$ cat config.mk
export PLATFORM = sky130hd
export DESIGN_NAME = light_status_and_alert_control
export DESIGN_NICKNAME = d
export VERILOG_FILES = /design/src/light_status_pkg.sv /design/src/lux_compare.sv /design/src/trip_counter.sv /design/src/light_status_and_alert_control.sv
export VERILOG_INCLUDE_DIRS = /design/src
export SDC_FILE = /design/constraint.sdc
export NUM_CORES = 1
export LEC_CHECK = 0
export BUFFER_PORTS_ARGS = -buffer_cell sky130_fd_sc_hd__buf_2
export CAP_MARGIN = 40
export CORE_MARGIN = 2
export CORE_UTILIZATION = 40
export CTS_BUF_LIST = sky130_fd_sc_hd__clkbuf_4
export DETAILED_ROUTE_END_ITERATION = 10
export PLACE_DENSITY = 0.69
export SLEW_MARGIN = 20
export SYNTH_ARGS = -nofsm -noshare
export SYNTH_HDL_FRONTEND = slang
export SYNTH_SLANG_ARGS = --single-unit
$ cat constraint.sdc
create_clock -name clock -period 3.29 [get_ports clock]
set_input_delay 0.658 -clock clock [delete_from_list [all_inputs] [get_ports clock]]
set_output_delay 0.658 -clock clock [all_outputs]
set_load 0.02 [all_outputs]
$ cat src/light_status_consts.svh
// constants for the light sensor status and alert control block
//
// Notes on behaviour
// - overrange flag equals the overflow of each completed measurement.
// - manual range: overrange may be set with a result below full scale.
// - auto range: overflow below top range aborts, steps range up, restarts.
// - conversion done flag sets when each conversion completes.
// - done clears on configuration register read or non-shutdown write; shutdown write keeps it.
// - above flag sets after the selected run of results above high limit.
// - below flag sets after the selected run of results below low limit.
// - latch bit 0: alert and limit flags follow the latest comparison.
// - latch bit 1, the reset value: flags and alert hold until read.
// - polarity 0, the reset value: alert drives the pin low.
// - polarity 1: alert releases the pin; an outside pull-up lifts it.
// - mask bit with manual range reads result exponent as zero.
// - masking touches only the read value; comparisons use the true exponent.
// - trip count field 00,01,10,11 selects runs of 1,2,4,8 faults.
// - flags at bits 8,7,6,5, read only, reset to zero.
// - latch bit 4, polarity 3, mask 2, trip count 1:0, all writable.
// - mode 00 shutdown, 01 single shot, 1x continuous; single shot returns to 00.
// - range code 1100b selects automatic ranging, reported in result exponent.
// - entering shutdown leaves flags and the alert pin as they were.
// - result and limits compare as mantissa times two to the exponent.
`ifndef LIGHT_STATUS_CONSTS_SVH
`define LIGHT_STATUS_CONSTS_SVH

// -----------------------------------------------------------------
// register addresses
// -----------------------------------------------------------------
`define RESULT_ADDR 8'h00
`define CFG_ADDR 8'h01
`define LOW_LIMIT_ADDR 8'h02
`define HIGH_LIMIT_ADDR 8'h03

// -----------------------------------------------------------------
// field positions and reset values
// -----------------------------------------------------------------
`define BIT_OVERRANGE 8
`define BIT_DONE 7
`define BIT_ABOVE 6
`define BIT_BELOW 5
`define BIT_LATCH 4
`define BIT_SENSE 3
`define BIT_HIDE 2
`define CFG_RESET 16'hc810
`define RANGE_AUTO 4'hc
`define RANGE_TOP 4'hb
`define RANGE_LOW 4'h0
`define MODE_SHUTDOWN 2'h0
`define MODE_SINGLE 2'h1
`define TRIP_CNT_MAX 4'h8

`endif

$ cat src/light_status_pkg.sv
// types shared by the light sensor status and alert control block
package light_status_pkg;

  // -----------------------------------------------------------------
  // control and status register, packed in bit order 15..0
  // -----------------------------------------------------------------
  typedef struct packed {
    logic [3:0] range_select;
    logic conv_long;
    logic [1:0] mode;
    logic overrange_hit;
    logic conversion_done;
    logic above_limit_hit;
    logic below_limit_hit;
    logic latch_style;
    logic alert_sense;
    logic hide_scale_bits;
    logic [1:0] trip_count_sel;
  } ctrl_reg_t;

  // result or limit word: exponent over a straight binary mantissa
  typedef struct packed {
    logic [3:0] exponent;
    logic [11:0] mantissa;
  } lux_word_t;

  // one report from the conversion engine
  typedef struct packed {
    logic done;
    logic overflow;
    lux_word_t value;
  } meas_t;

  // host register access strobes
  typedef struct packed {
    logic rd;
    logic wr;
    logic [7:0] addr;
    logic [15:0] wdata;
  } reg_req_t;

  // state of one consecutive-fault counter
  typedef struct packed {
    logic [3:0] cnt;
  } trip_state_t;

  // whole state of the main block
  typedef struct packed {
    ctrl_reg_t ctrl;
    logic [3:0] auto_range;
    lux_word_t result;
    logic [15:0] rdata;
    logic restart;
  } main_state_t;

endpackage

$ cat src/lux_compare.sv
// magnitude comparison of two exponent and mantissa words
`timescale 1ns/1ns
module lux_compare (
  input light_status_pkg::lux_word_t lhs, // measured word
  input light_status_pkg::lux_word_t rhs, // limit word
  output logic lhs_above, // lhs magnitude larger
  output logic lhs_below // lhs magnitude smaller
);
  import light_status_pkg::*;

  logic [26:0] lhs_mag;
  logic [26:0] rhs_mag;

  // -----------------------------------------------------------------
  // scale to a common lux grid
  // -----------------------------------------------------------------
  // widened so that reserved exponents up to fifteen cannot wrap
  assign lhs_mag = {15'h0000, lhs.mantissa} << lhs.exponent;
  assign rhs_mag = {15'h0000, rhs.mantissa} << rhs.exponent;
  assign lhs_above = lhs_mag > rhs_mag;
  assign lhs_below = lhs_mag < rhs_mag;
endmodule

$ cat src/trip_counter.sv
// counter of consecutive limit faults with selectable run length
`timescale 1ns/1ns
`include "light_status_consts.svh"
module trip_counter (
  input wire logic clock, // device clock
  input wire logic reset_n, // synchronous reset, active low
  input wire logic meas, // one completed measurement
  input wire logic fault, // that measurement breaks the limit
  input wire logic [1:0] sel, // run length select
  output logic trip // run reached on this measurement
);
  import light_status_pkg::*;

  trip_state_t q;
  trip_state_t d;
  logic [3:0] need;
  logic [3:0] next_cnt;

  // -----------------------------------------------------------------
  // run length decode and count
  // -----------------------------------------------------------------
  // count saturates so an ongoing run keeps tripping every measurement
  always_comb begin
    d = q;
    need = 4'h1 << sel;
    next_cnt = (q.cnt == `TRIP_CNT_MAX) ? q.cnt : q.cnt + 4'h1;
    trip = meas && fault && (next_cnt >= need);
    if (meas) begin
      d.cnt = fault ? next_cnt : 4'h0;
    end
  end

  always_ff @(posedge clock) begin
    if (!reset_n) begin
      q <= '0;
    end else begin
      q <= d;
    end
  end
endmodule

$ cat src/light_status_and_alert_control.sv
// status flags, alert pin and control register of the light sensor
`timescale 1ns/1ns
`include "light_status_consts.svh"
module light_status_and_alert_control (
  input wire logic clock, // device clock, 25 MHz
  input wire logic reset_n, // synchronous reset, active low
  input light_status_pkg::reg_req_t req, // decoded host register access
  output logic [15:0] reg_rdata, // read data, held until next read
  input light_status_pkg::meas_t meas, // engine report, done is a pulse
  input light_status_pkg::lux_word_t low_limit, // low limit register value
  input light_status_pkg::lux_word_t high_limit, // high limit register value
  output logic [3:0] range_cmd, // range the engine must convert at
  output logic conv_run, // engine may convert
  output logic conv_long, // long conversion time selected
  output logic conv_restart, // pulse: abort and restart at range_cmd
  input wire logic alert_in, // alert pin level seen
  output logic alert_out, // alert pin drive level
  output logic alert_oe // alert pin driven while high
);
  import light_status_pkg::*;

  main_state_t q;
  main_state_t d;
  logic auto_mode;
  logic running;
  logic abort;
  logic finish;
  logic cfg_rd;
  logic cfg_wr;
  logic res_rd;
  logic above_now;
  logic below_now;
  logic above_trip;
  logic below_trip;
  logic alert;
  ctrl_reg_t wr_ctrl;
  lux_word_t read_result;
  lux_word_t cmp_word;

  // -----------------------------------------------------------------
  // limit comparison on the unmasked measurement
  // -----------------------------------------------------------------
  // compared before any masking, with the exponent of the range used
  lux_compare u_cmp_high (
    .lhs(cmp_word),
    .rhs(high_limit),
    .lhs_above(above_now),
    .lhs_below()
  );

  lux_compare u_cmp_low (
    .lhs(cmp_word),
    .rhs(low_limit),
    .lhs_above(),
    .lhs_below(below_now)
  );

  // -----------------------------------------------------------------
  // consecutive fault runs, one per limit
  // -----------------------------------------------------------------
  trip_counter u_trip_high (
    .clock(clock),
    .reset_n(reset_n),
    .meas(finish),
    .fault(above_now),
    .sel(q.ctrl.trip_count_sel),
    .trip(above_trip)
  );

  trip_counter u_trip_low (
    .clock(clock),
    .reset_n(reset_n),
    .meas(finish),
    .fault(below_now),
    .sel(q.ctrl.trip_count_sel),
    .trip(below_trip)
  );

  // -----------------------------------------------------------------
  // decode of host access and engine events
  // -----------------------------------------------------------------
  assign cfg_rd = req.rd && (req.addr == `CFG_ADDR);
  assign cfg_wr = req.wr && (req.addr == `CFG_ADDR);
  assign res_rd = req.rd && (req.addr == `RESULT_ADDR);
  assign wr_ctrl = ctrl_reg_t'(req.wdata);
  assign auto_mode = q.ctrl.range_select == `RANGE_AUTO;
  assign running = q.ctrl.mode != `MODE_SHUTDOWN;
  // late reports after a shutdown are dropped so flags stay put
  assign abort = running && meas.done && meas.overflow && auto_mode
    && (q.auto_range < `RANGE_TOP);
  assign finish = running && meas.done && !abort;

  // -----------------------------------------------------------------
  // read value of the result register
  // -----------------------------------------------------------------
  always_comb begin
    read_result = q.result;
    if (q.ctrl.hide_scale_bits && (q.ctrl.range_select < `RANGE_AUTO)) begin
      read_result.exponent = 4'h0;
    end
  end

  // -----------------------------------------------------------------
  // comparison word on the true lux scale
  // -----------------------------------------------------------------
  // the engine exponent means nothing in auto ranging, so the stepped range goes in
  always_comb begin
    cmp_word = meas.value;
    if (auto_mode) begin
      cmp_word.exponent = q.auto_range;
    end
  end

  // -----------------------------------------------------------------
  // next state
  // -----------------------------------------------------------------
  always_comb begin
    d = q;
    d.restart = 1'b0;
    // range stepping during automatic ranging
    if (abort) begin
      d.auto_range = q.auto_range + 4'h1;
      d.restart = 1'b1;
    end
    // completed measurement updates the status fields
    if (finish) begin
      d.result = meas.value;
      if (auto_mode) begin
        d.result.exponent = q.auto_range;
      end
      d.auto_range = `RANGE_LOW;
      d.ctrl.overrange_hit = meas.overflow;
      if (q.ctrl.mode == `MODE_SINGLE) begin
        d.ctrl.mode = `MODE_SHUTDOWN;
      end
    end
    // host write: only the writable fields move
    if (cfg_wr) begin
      d.ctrl.range_select = wr_ctrl.range_select;
      d.ctrl.conv_long = wr_ctrl.conv_long;
      d.ctrl.mode = wr_ctrl.mode;
      d.ctrl.latch_style = wr_ctrl.latch_style;
      d.ctrl.alert_sense = wr_ctrl.alert_sense;
      d.ctrl.hide_scale_bits = wr_ctrl.hide_scale_bits;
      d.ctrl.trip_count_sel = wr_ctrl.trip_count_sel;
      d.auto_range = `RANGE_LOW;
    end
    // done flag: clear by access, a new completion wins over the clear
    if (cfg_rd || (cfg_wr && (wr_ctrl.mode != `MODE_SHUTDOWN))) begin
      d.ctrl.conversion_done = 1'b0;
    end
    if (finish) begin
      d.ctrl.conversion_done = 1'b1;
    end
    // limit flags in the two reporting styles
    if (q.ctrl.latch_style) begin
      if (cfg_rd) begin
        d.ctrl.above_limit_hit = 1'b0;
        d.ctrl.below_limit_hit = 1'b0;
      end
      if (above_trip) begin
        d.ctrl.above_limit_hit = 1'b1;
      end
      if (below_trip) begin
        d.ctrl.below_limit_hit = 1'b1;
      end
    end else if (finish) begin
      d.ctrl.above_limit_hit = above_trip;
      d.ctrl.below_limit_hit = below_trip;
    end
    // read data is captured from the state before this cycle's changes
    if (cfg_rd) begin
      d.rdata = q.ctrl;
    end else if (res_rd) begin
      d.rdata = read_result;
    end else if (req.rd) begin
      d.rdata = 16'h0000;
    end
  end

  always_ff @(posedge clock) begin
    if (!reset_n) begin
      q.ctrl <= ctrl_reg_t'(`CFG_RESET);
      q.auto_range <= `RANGE_LOW;
      q.result <= '0;
      q.rdata <= 16'h0000;
      q.restart <= 1'b0;
    end else begin
      q <= d;
    end
  end

  // -----------------------------------------------------------------
  // outputs
  // -----------------------------------------------------------------
  assign reg_rdata = q.rdata;
  assign range_cmd = auto_mode ? q.auto_range : q.ctrl.range_select;
  assign conv_run = running;
  assign conv_long = q.ctrl.conv_long;
  assign conv_restart = q.restart;
  // the pin only ever pulls low; high comes from the outside pull-up
  assign alert = q.ctrl.above_limit_hit || q.ctrl.below_limit_hit;
  assign alert_out = 1'b0;
  assign alert_oe = alert ^ q.ctrl.alert_sense;
endmodule

==> flow_summary.yaml, run 1 <==
drt:
  wl_um: 18000
  drtIter0Drc: 361
  drc: 0
  vias_per_cell: 5.50
  vias: 6334
  wl_per_cell_um: 15.6
  first_pass_iters: 4
  ant_nets: 0
job:
  maxCapViolCount: 0
worst_hold_path:
  whs_path_depth: 3
  hold_class: "input pin to flip-flop"
critical_path:
  path_delay_family: "compound AO/OA/AOI/OAI gates"
  cp_data_required_time_ns: 3.65
  cpPeakStageDelay_ns: 0.33
  worstPathMaxFanout: 14
  crit_type: "flip-flop to flip-flop"
  cp-end-kind: "flip-flop"
  start_kind: "flip-flop"
  path_buf_inv: 3
  rr_worst_depth: 17
  crit_path_top_delay_cell: "dfxtp_2"
  crit_path_cell_trace: "nand4bb_4 > buf_6 > mux2i_4 > buf_12 > mux2i_1 > nand2_1 > o21a_1 > mux2i_2 > ha_1 > a21o_1 > a21o_1 > a21oi_1 > o21ai_2 > a31oi_4 > buf_4 > nand2_1 > o21ai_1"
  path_depth: 17
  cp_data_arrival_time_ns: 3.90
die:
  num_rows: 45
  pin_count: 104
  initial_core_util: 0.410
  chipHeight_um: 129
  die_w_um: 129
  die_area_mm2: 0.0166
  core_mm2: 0.0152
clock_network:
  numCtsBuffers: 9
  cts-root-buf: "clkbuf_4"
  tritoncts: "done"
  htreeDepth: 3
  clk_latency_ns: 0.42
  clk_pin_slew_worst_paths_ns: 0.11
  cts_buffer_depth: 2
  clkSinkCount: 61
grt:
  grt_pass1_wl_um: 29100
  grt.overflow.total: 0
  antenna_found_initial: 0
  grt_pass1_vias: 6027
  grt.total_usage: 0.214
  grt_max_degree: 51
logic_synthesis:
  syn-mean-instance-area_um2: 7.87
  ys_warn_count: 0
  synth.top_cell.area_share: 0.196
  yosys-top-cells-area: "dfxtp_1, ha_1, mux2i_1"
  yosysSeqAreaShare: 0.196
  synth_seq_cells: 61
  synth-edff-count: 0
  syn-num-nets: 937
  syn_area_mm2: 0.00624
  async_flop_share: 0
  synth.most_common_cell: "nand2_1"
  yosysUniqueCellTypes: 64
  yosys.area.top_type: "dfxtp_1"
  synth_cells: 793
  synthFlopType: "dfxtp_1"
  ys_top_cells_by_count: "nand2_1, mux2i_1, nor2_1"
power_and_ir_drop:
  internal_power_uw: 1260
  powerDensity_mw_per_mm2: 234
  p_seq_frac: 0.398
  leakage_uw: 0.00381
  switching_power_uw: 620
  pwr-share-clk: 0.279
  vdd_drop_max_v: 0.000132
  finalPower_uw: 1880
  power_frac_comb: 0.323
  swShare: 0.330
timing:
  hold_viol: 0
  max_slew_margin: 0.503
  setup_slack_ns: -0.244
  fmax_ghz: 0.283
  slew_violations: 0
  finalSetupViolCount: 10
  rsz0062_at_grt: "yes"
  worst-slew-pin-transition_ns: 0.743
  fin_skew_ns: 0.0210
  period_share: 1.07
  fin_crit_ns: 3.53
placement:
  hpwl_um: 14400
  gp_congestion: 0.914
  dp_cells: 1125
  numPortBuffers: 97
status:
  status: "finished, violations left"
  violations: "setup timing"
final_layout:
  num_antenna_cells: 0
  layout-drive-gt1-share: 0.324
  nets: 1103
  final_util: 0.528
  finalNonFillerCells: 1152
  area_growth_pct: 28.8
==> worst paths after layout <==
kind / start / end / slack, ns
max: q[49] / u_trip_low.q[2] / -0.24
min: req[11] / conv_long / 0.45
max reg2reg: q[49] / u_trip_low.q[2] / -0.24
min reg2reg: q[25] / q[25] / 0.46
==> layer usage <==
layer | track usage | routed length, um
met5 | 0 | 0
met3 | 0.0258 | 714
met1 | 0.281 | 8360
met4 | 0.0575 | 255
met2 | 0.372 | 8680
==> flip-flops by register name, summed over array words and instances (netlist names) <==
name,cells
conv_long,1
u_trip_high.q,4
q,35
reg_rdata,16
u_trip_low.q,4
conv_restart,1
==> stage by stage <==
stage          hold WS [ns]  setup TNS, ns  area [um2]  setup slack (ns)
2_1_floorplan         0.434              0        6280            0.0185
3_3_place_gp          0.440          -2.42        7540            -0.283
3_5_place_dp          0.448          -3.05        7540            -0.335
4_1_cts               0.442          -1.22        7820            -0.188
5_1_grt               0.450          -3.49        8030            -0.405
6_report              0.448          -1.60        8030            -0.244
==> logic make-up (layout without fill, tap and decap cells) <==
family	after synthesis	in the layout	share of synthesized area
adders and majority gates	65	65	0.130
other	1	1	0.000601
and+or+nand+nor	290	290	0.222
buffers and inverters	80	251	0.0598
AOI/OAI and AO/OA	192	192	0.206
xor gates and xnor gates	7	7	0.00983
muxes	97	97	0.175
DFF	61	61	0.196
==> layout by cell type, fill, tap and decap left out, types with 13 or more instances in the layout <==
cell type  count
and2_1        15
nand4_1       13
nor2b_1       21
dfxtp_1       58
ha_1          62
nand2_1      112
nor2_1        59
a22oi_1       15
o21ai_0       18
buf_2         97
buf_4        111
nand2b_1      14
a21o_1        21
mux2_2        13
mux2i_1       64
a21oi_1       43
inv_1         19
nand3_1       14
==> power by group through the flow <==
stage / Clock (uW) / Sequential (uW) / Combinational [uW]
after floorplan: 0 / 762 / 349
after global placement: 0 / 763 / 558
after detailed placement: 0 / 763 / 567
after CTS: 525 / 746 / 585
after global routing: 560 / 747 / 671
final: 523 / 746 / 607
==> worst register-to-register path, cell delays in order (launching register included) <==
cell	delay, ns
dfxtp_2	0.33
nand4bb_4	0.29
buf_6	0.18
mux2i_4	0.18
buf_12	0.18
mux2i_1	0.28
nand2_1	0.08
o21a_1	0.14
mux2i_2	0.25
ha_1	0.30
a21o_1	0.17
a21o_1	0.17
a21oi_1	0.19
o21ai_2	0.10
a31oi_4	0.30
buf_4	0.17
nand2_1	0.05
o21ai_1	0.12
==> repair_timing <==
| item | in CTS | in global routing |
|---|---|---|
| hold buffers | 0 | 0 |
| pin swaps | 5 | 8 |
| gates cloned | 0 | 0 |
| setup endpoints to repair | 10 | 10 |
| setup buffers | 4 | 7 |
| resized for setup | 24 | 29 |
==> final cells by class <==
type	instances	area, um2
clock inverter	7	66.3
multi-input combinational	652	4930
inverter	20	75.1
sequential	61	1220
clock buffer	9	67.6
fill	1500	7170
timing repair buffer	215	1430
tap	188	235
Power figures use the tool's default switching activity.
==> inputs of run 2 (changes only) <==
--- a/config.mk
+++ b/config.mk
@@ -7,4 +7,5 @@
 export NUM_CORES = 1
 export LEC_CHECK = 0
+export ABC_AREA = 1
 export BUFFER_PORTS_ARGS = -buffer_cell sky130_fd_sc_hd__buf_2
 export CAP_MARGIN = 40
@@ -13,5 +14,5 @@
 export CTS_BUF_LIST = sky130_fd_sc_hd__clkbuf_4
 export DETAILED_ROUTE_END_ITERATION = 10
-export PLACE_DENSITY = 0.69
+export PLACE_DENSITY = 0.7
 export SLEW_MARGIN = 20
 export SYNTH_ARGS = -nofsm -noshare
==> constraint.sdc (replaced) <==
create_clock -name clock -period 3.29 [get_ports clock]
set_input_delay 0.4935 -clock clock [delete_from_list [all_inputs] [get_ports clock]]
set_output_delay 0.4935 -clock clock [all_outputs]
set_load 0.02 [all_outputs]
==> run 2 against run 1 <==
Largest cell class unchanged. Synthesized cell count increased by 22%. Sequential share of layout area rose by 1.4 points. Sequential cell count unchanged. Area after synthesis is 4.0% lower. Global-route usage shrank 1.2 points. Power decreased by 1.8%. Register-to-register slack improved by 0.41 ns. Non-clock buffer count is 52 lower. Clock power rose by 16%. Combinational power shrank 18%. Final cell count rose by 11%. Final area down 8.6%. The flow now finishes without violations.
==> flow_summary.yaml, run 2 <==
status:
  status: "finished, final reports clean"
power_and_ir_drop:
  finalPower_uw: 1840
  internal_power_uw: 1250
  switching_power_uw: 594
  leakage_uw: 0.00360
  p_seq_frac: 0.402
  swShare: 0.322
  vdd_drop_max_v: 0.000207
  powerDensity_mw_per_mm2: 251
  pwr-share-clk: 0.329
  power_frac_comb: 0.269
final_layout:
  nFillCells: 1505
  multi_input_area_mm2: 0.00436
  stdcell_area_mm2: 0.00734
  layout-drive-gt1-share: 0.225
  layout_common_cells: "nand2_1, o21ai_0, buf_2, inv_1, nand3_1"
  seq_area_mm2: 0.00122
  largest_reg_flops: 35
  layout_commonest_cell: "nand2_1"
  area_growth_pct: 22.6
  nets: 1227
  largest_register: "q"
logic_synthesis:
  yosysUniqueCellTypes: 41
  synth_seq_cells: 61
  yosysSeqAreaShare: 0.204
  syn-mean-instance-area_um2: 6.19
  yosys.area.top_type: "dfxtp_1"
  ys_top_cells_by_count: "nand2_1, o21ai_0, inv_1"
  synth-edff-count: 0
  synthFlopType: "dfxtp_1"
  syn_area_mm2: 0.00599
  synth_cells: 967
  yosys-top-cells-area: "dfxtp_1, nand2_1, ha_1"
  synth.top_cell.area_share: 0.204
  syn-num-nets: 1111
  ys_warn_count: 0
  synth.most_common_cell: "nand2_1"
  async_flop_share: 0
timing:
  slew_violations: 0
  setup_tns_ns: 0
  fin_crit_ns: 3.12
  period_share: 0.950
  fmax_ghz: 0.320
  finalSetupViolCount: 0
  max_slew_margin: 0.661
  worst-slew-pin-transition_ns: 0.503
  hold_viol: 0
  fin_skew_ns: 0.0182
die:
  chipHeight_um: 126
  num_rows: 44
  die_w_um: 126
  pin_count: 104
  core_mm2: 0.0146
  die_area_mm2: 0.0160
  initial_core_util: 0.410
critical_path:
  worstPathMaxFanout: 8
  cp_data_arrival_time_ns: 3.45
  crit_type: "flip-flop to flip-flop"
  start_kind: "flip-flop"
  cp-end-kind: "flip-flop"
  cp_data_required_time_ns: 3.62
placement:
  gp_congestion: 0.949
  placed_cell_area_mm2: 0.00682
  hpwl_um: 13300
  numPortBuffers: 97
clock_network:
  clk_pin_slew_worst_paths_ns: 0.12
  clk_latency_ns: 0.41
  cts-root-buf: "clkbuf_4"
  cts_buffer_depth: 2
  numCtsBuffers: 9
  htreeDepth: 3
  clkSinkCount: 61
  tritoncts: "done"
grt:
  grt.total_usage: 0.202
  grt_pass1_wl_um: 26900
  grt_pass1_vias: 5836
  antenna_found_initial: 1
  grt.overflow.total: 0
  grt_max_degree: 42
drt:
  wl_um: 17000
  drc: 0
  drtIter0Drc: 494
  vias: 6622
  wl_per_cell_um: 13.4
  ant_nets: 0
  vias_per_cell: 5.20
  first_pass_iters: 5
job:
  maxCapViolCount: 0
worst_hold_path:
  hold_class: "input pin to flip-flop"
==> run 2: metal layers <==
| metal | GRT usage | share of wire |
|---|---|---|
| met1 | 0.268 | 0.45 |
| met2 | 0.352 | 0.48 |
| met3 | 0.0270 | 0.063 |
| met4 | 0.0414 | 0.011 |
| met5 | 0 | 0 |
==> run 2: timing repair <==
item	in CTS	in global routing
buffers inserted	0	9
gates cloned	0	3
setup endpoints to repair	3	10
hold buffers	0	0
gates resized for setup	2	85
pin swaps	0	13
==> run 2: area by class of cell <==
class,instances,area share
multi-input combinational,759,0.595
sequential,61,0.167
timing repair buffer,163,0.138
inverter,88,0.0465
tap,184,0.0314
clock inverter,6,0.0119
clock buffer,10,0.0102
timing repair inverter,1,0.000852
antenna,1,0.000341
==> run 2: worst max-delay path, cell delays in order, from the launching register on <==
cell and delay, ns:
dfxtp_2 0.35, nor2_4 0.20, buf_4 0.16, nand3_2 0.11
nand2_4 0.17, clkinv_4 0.11, nand2_1 0.07, o21ai_1 0.11
o21ai_0 0.26, o21ai_0 0.14, buf_4 0.16, ha_1 0.20
a21oi_2 0.14, o21ai_1 0.07, nand4_1 0.11, a21oi_2 0.08
a2111oi_4 0.20, buf_4 0.19, nand3_1 0.08, a21oi_1 0.14
==> run 2: metrics by stage <==
| stage | setup WS [ns] | hold WS [ns] | util | std cells |
|---|---|---|---|---|
| 2_1_floorplan | 0.437 | 0.434 | - | 967 |
| 3_3_place_gp | 0.0418 | 0.447 | 0.467 | 1244 |
| 3_5_place_dp | -0.0380 | 0.457 | 0.467 | 1244 |
| 4_1_cts | 0.00982 | 0.267 | 0.479 | 1260 |
| 5_1_grt | -0.0547 | 0.285 | 0.503 | 1272 |
| 6_report | 0.166 | 0.293 | 0.503 | 1273 |
==> run 2: power by group through the flow <==
stage | sequential, uW | combinational, uW | clock, uW
after floorplan | 758 | 300 | 0
after global placement | 758 | 460 | 0
after detailed placement | 758 | 465 | 0
after CTS | 741 | 468 | 615
after global routing | 741 | 565 | 647
final | 741 | 495 | 606
==> run 2: cells by family after synthesis <==
family                     synth area share
DFF                                   0.204
buffers and inverters                 0.106
and+or+nand+nor                       0.318
muxes                                0.0100
other                              0.000626
AOI/OAI and AO/OA                     0.215
adders and majority gates             0.136
xor gates and xnor gates             0.0102
==> run 2: final timing paths <==
check	from	to	slack [ns]	cells after the start
setup / recovery	q[50]	u_trip_low.q[3]	0.17	19
hold / removal	req[15]	q[52]	0.29	3
setup reg to reg	q[50]	u_trip_low.q[3]	0.17	19
hold reg to reg	q[45]	q[45]	0.48	2
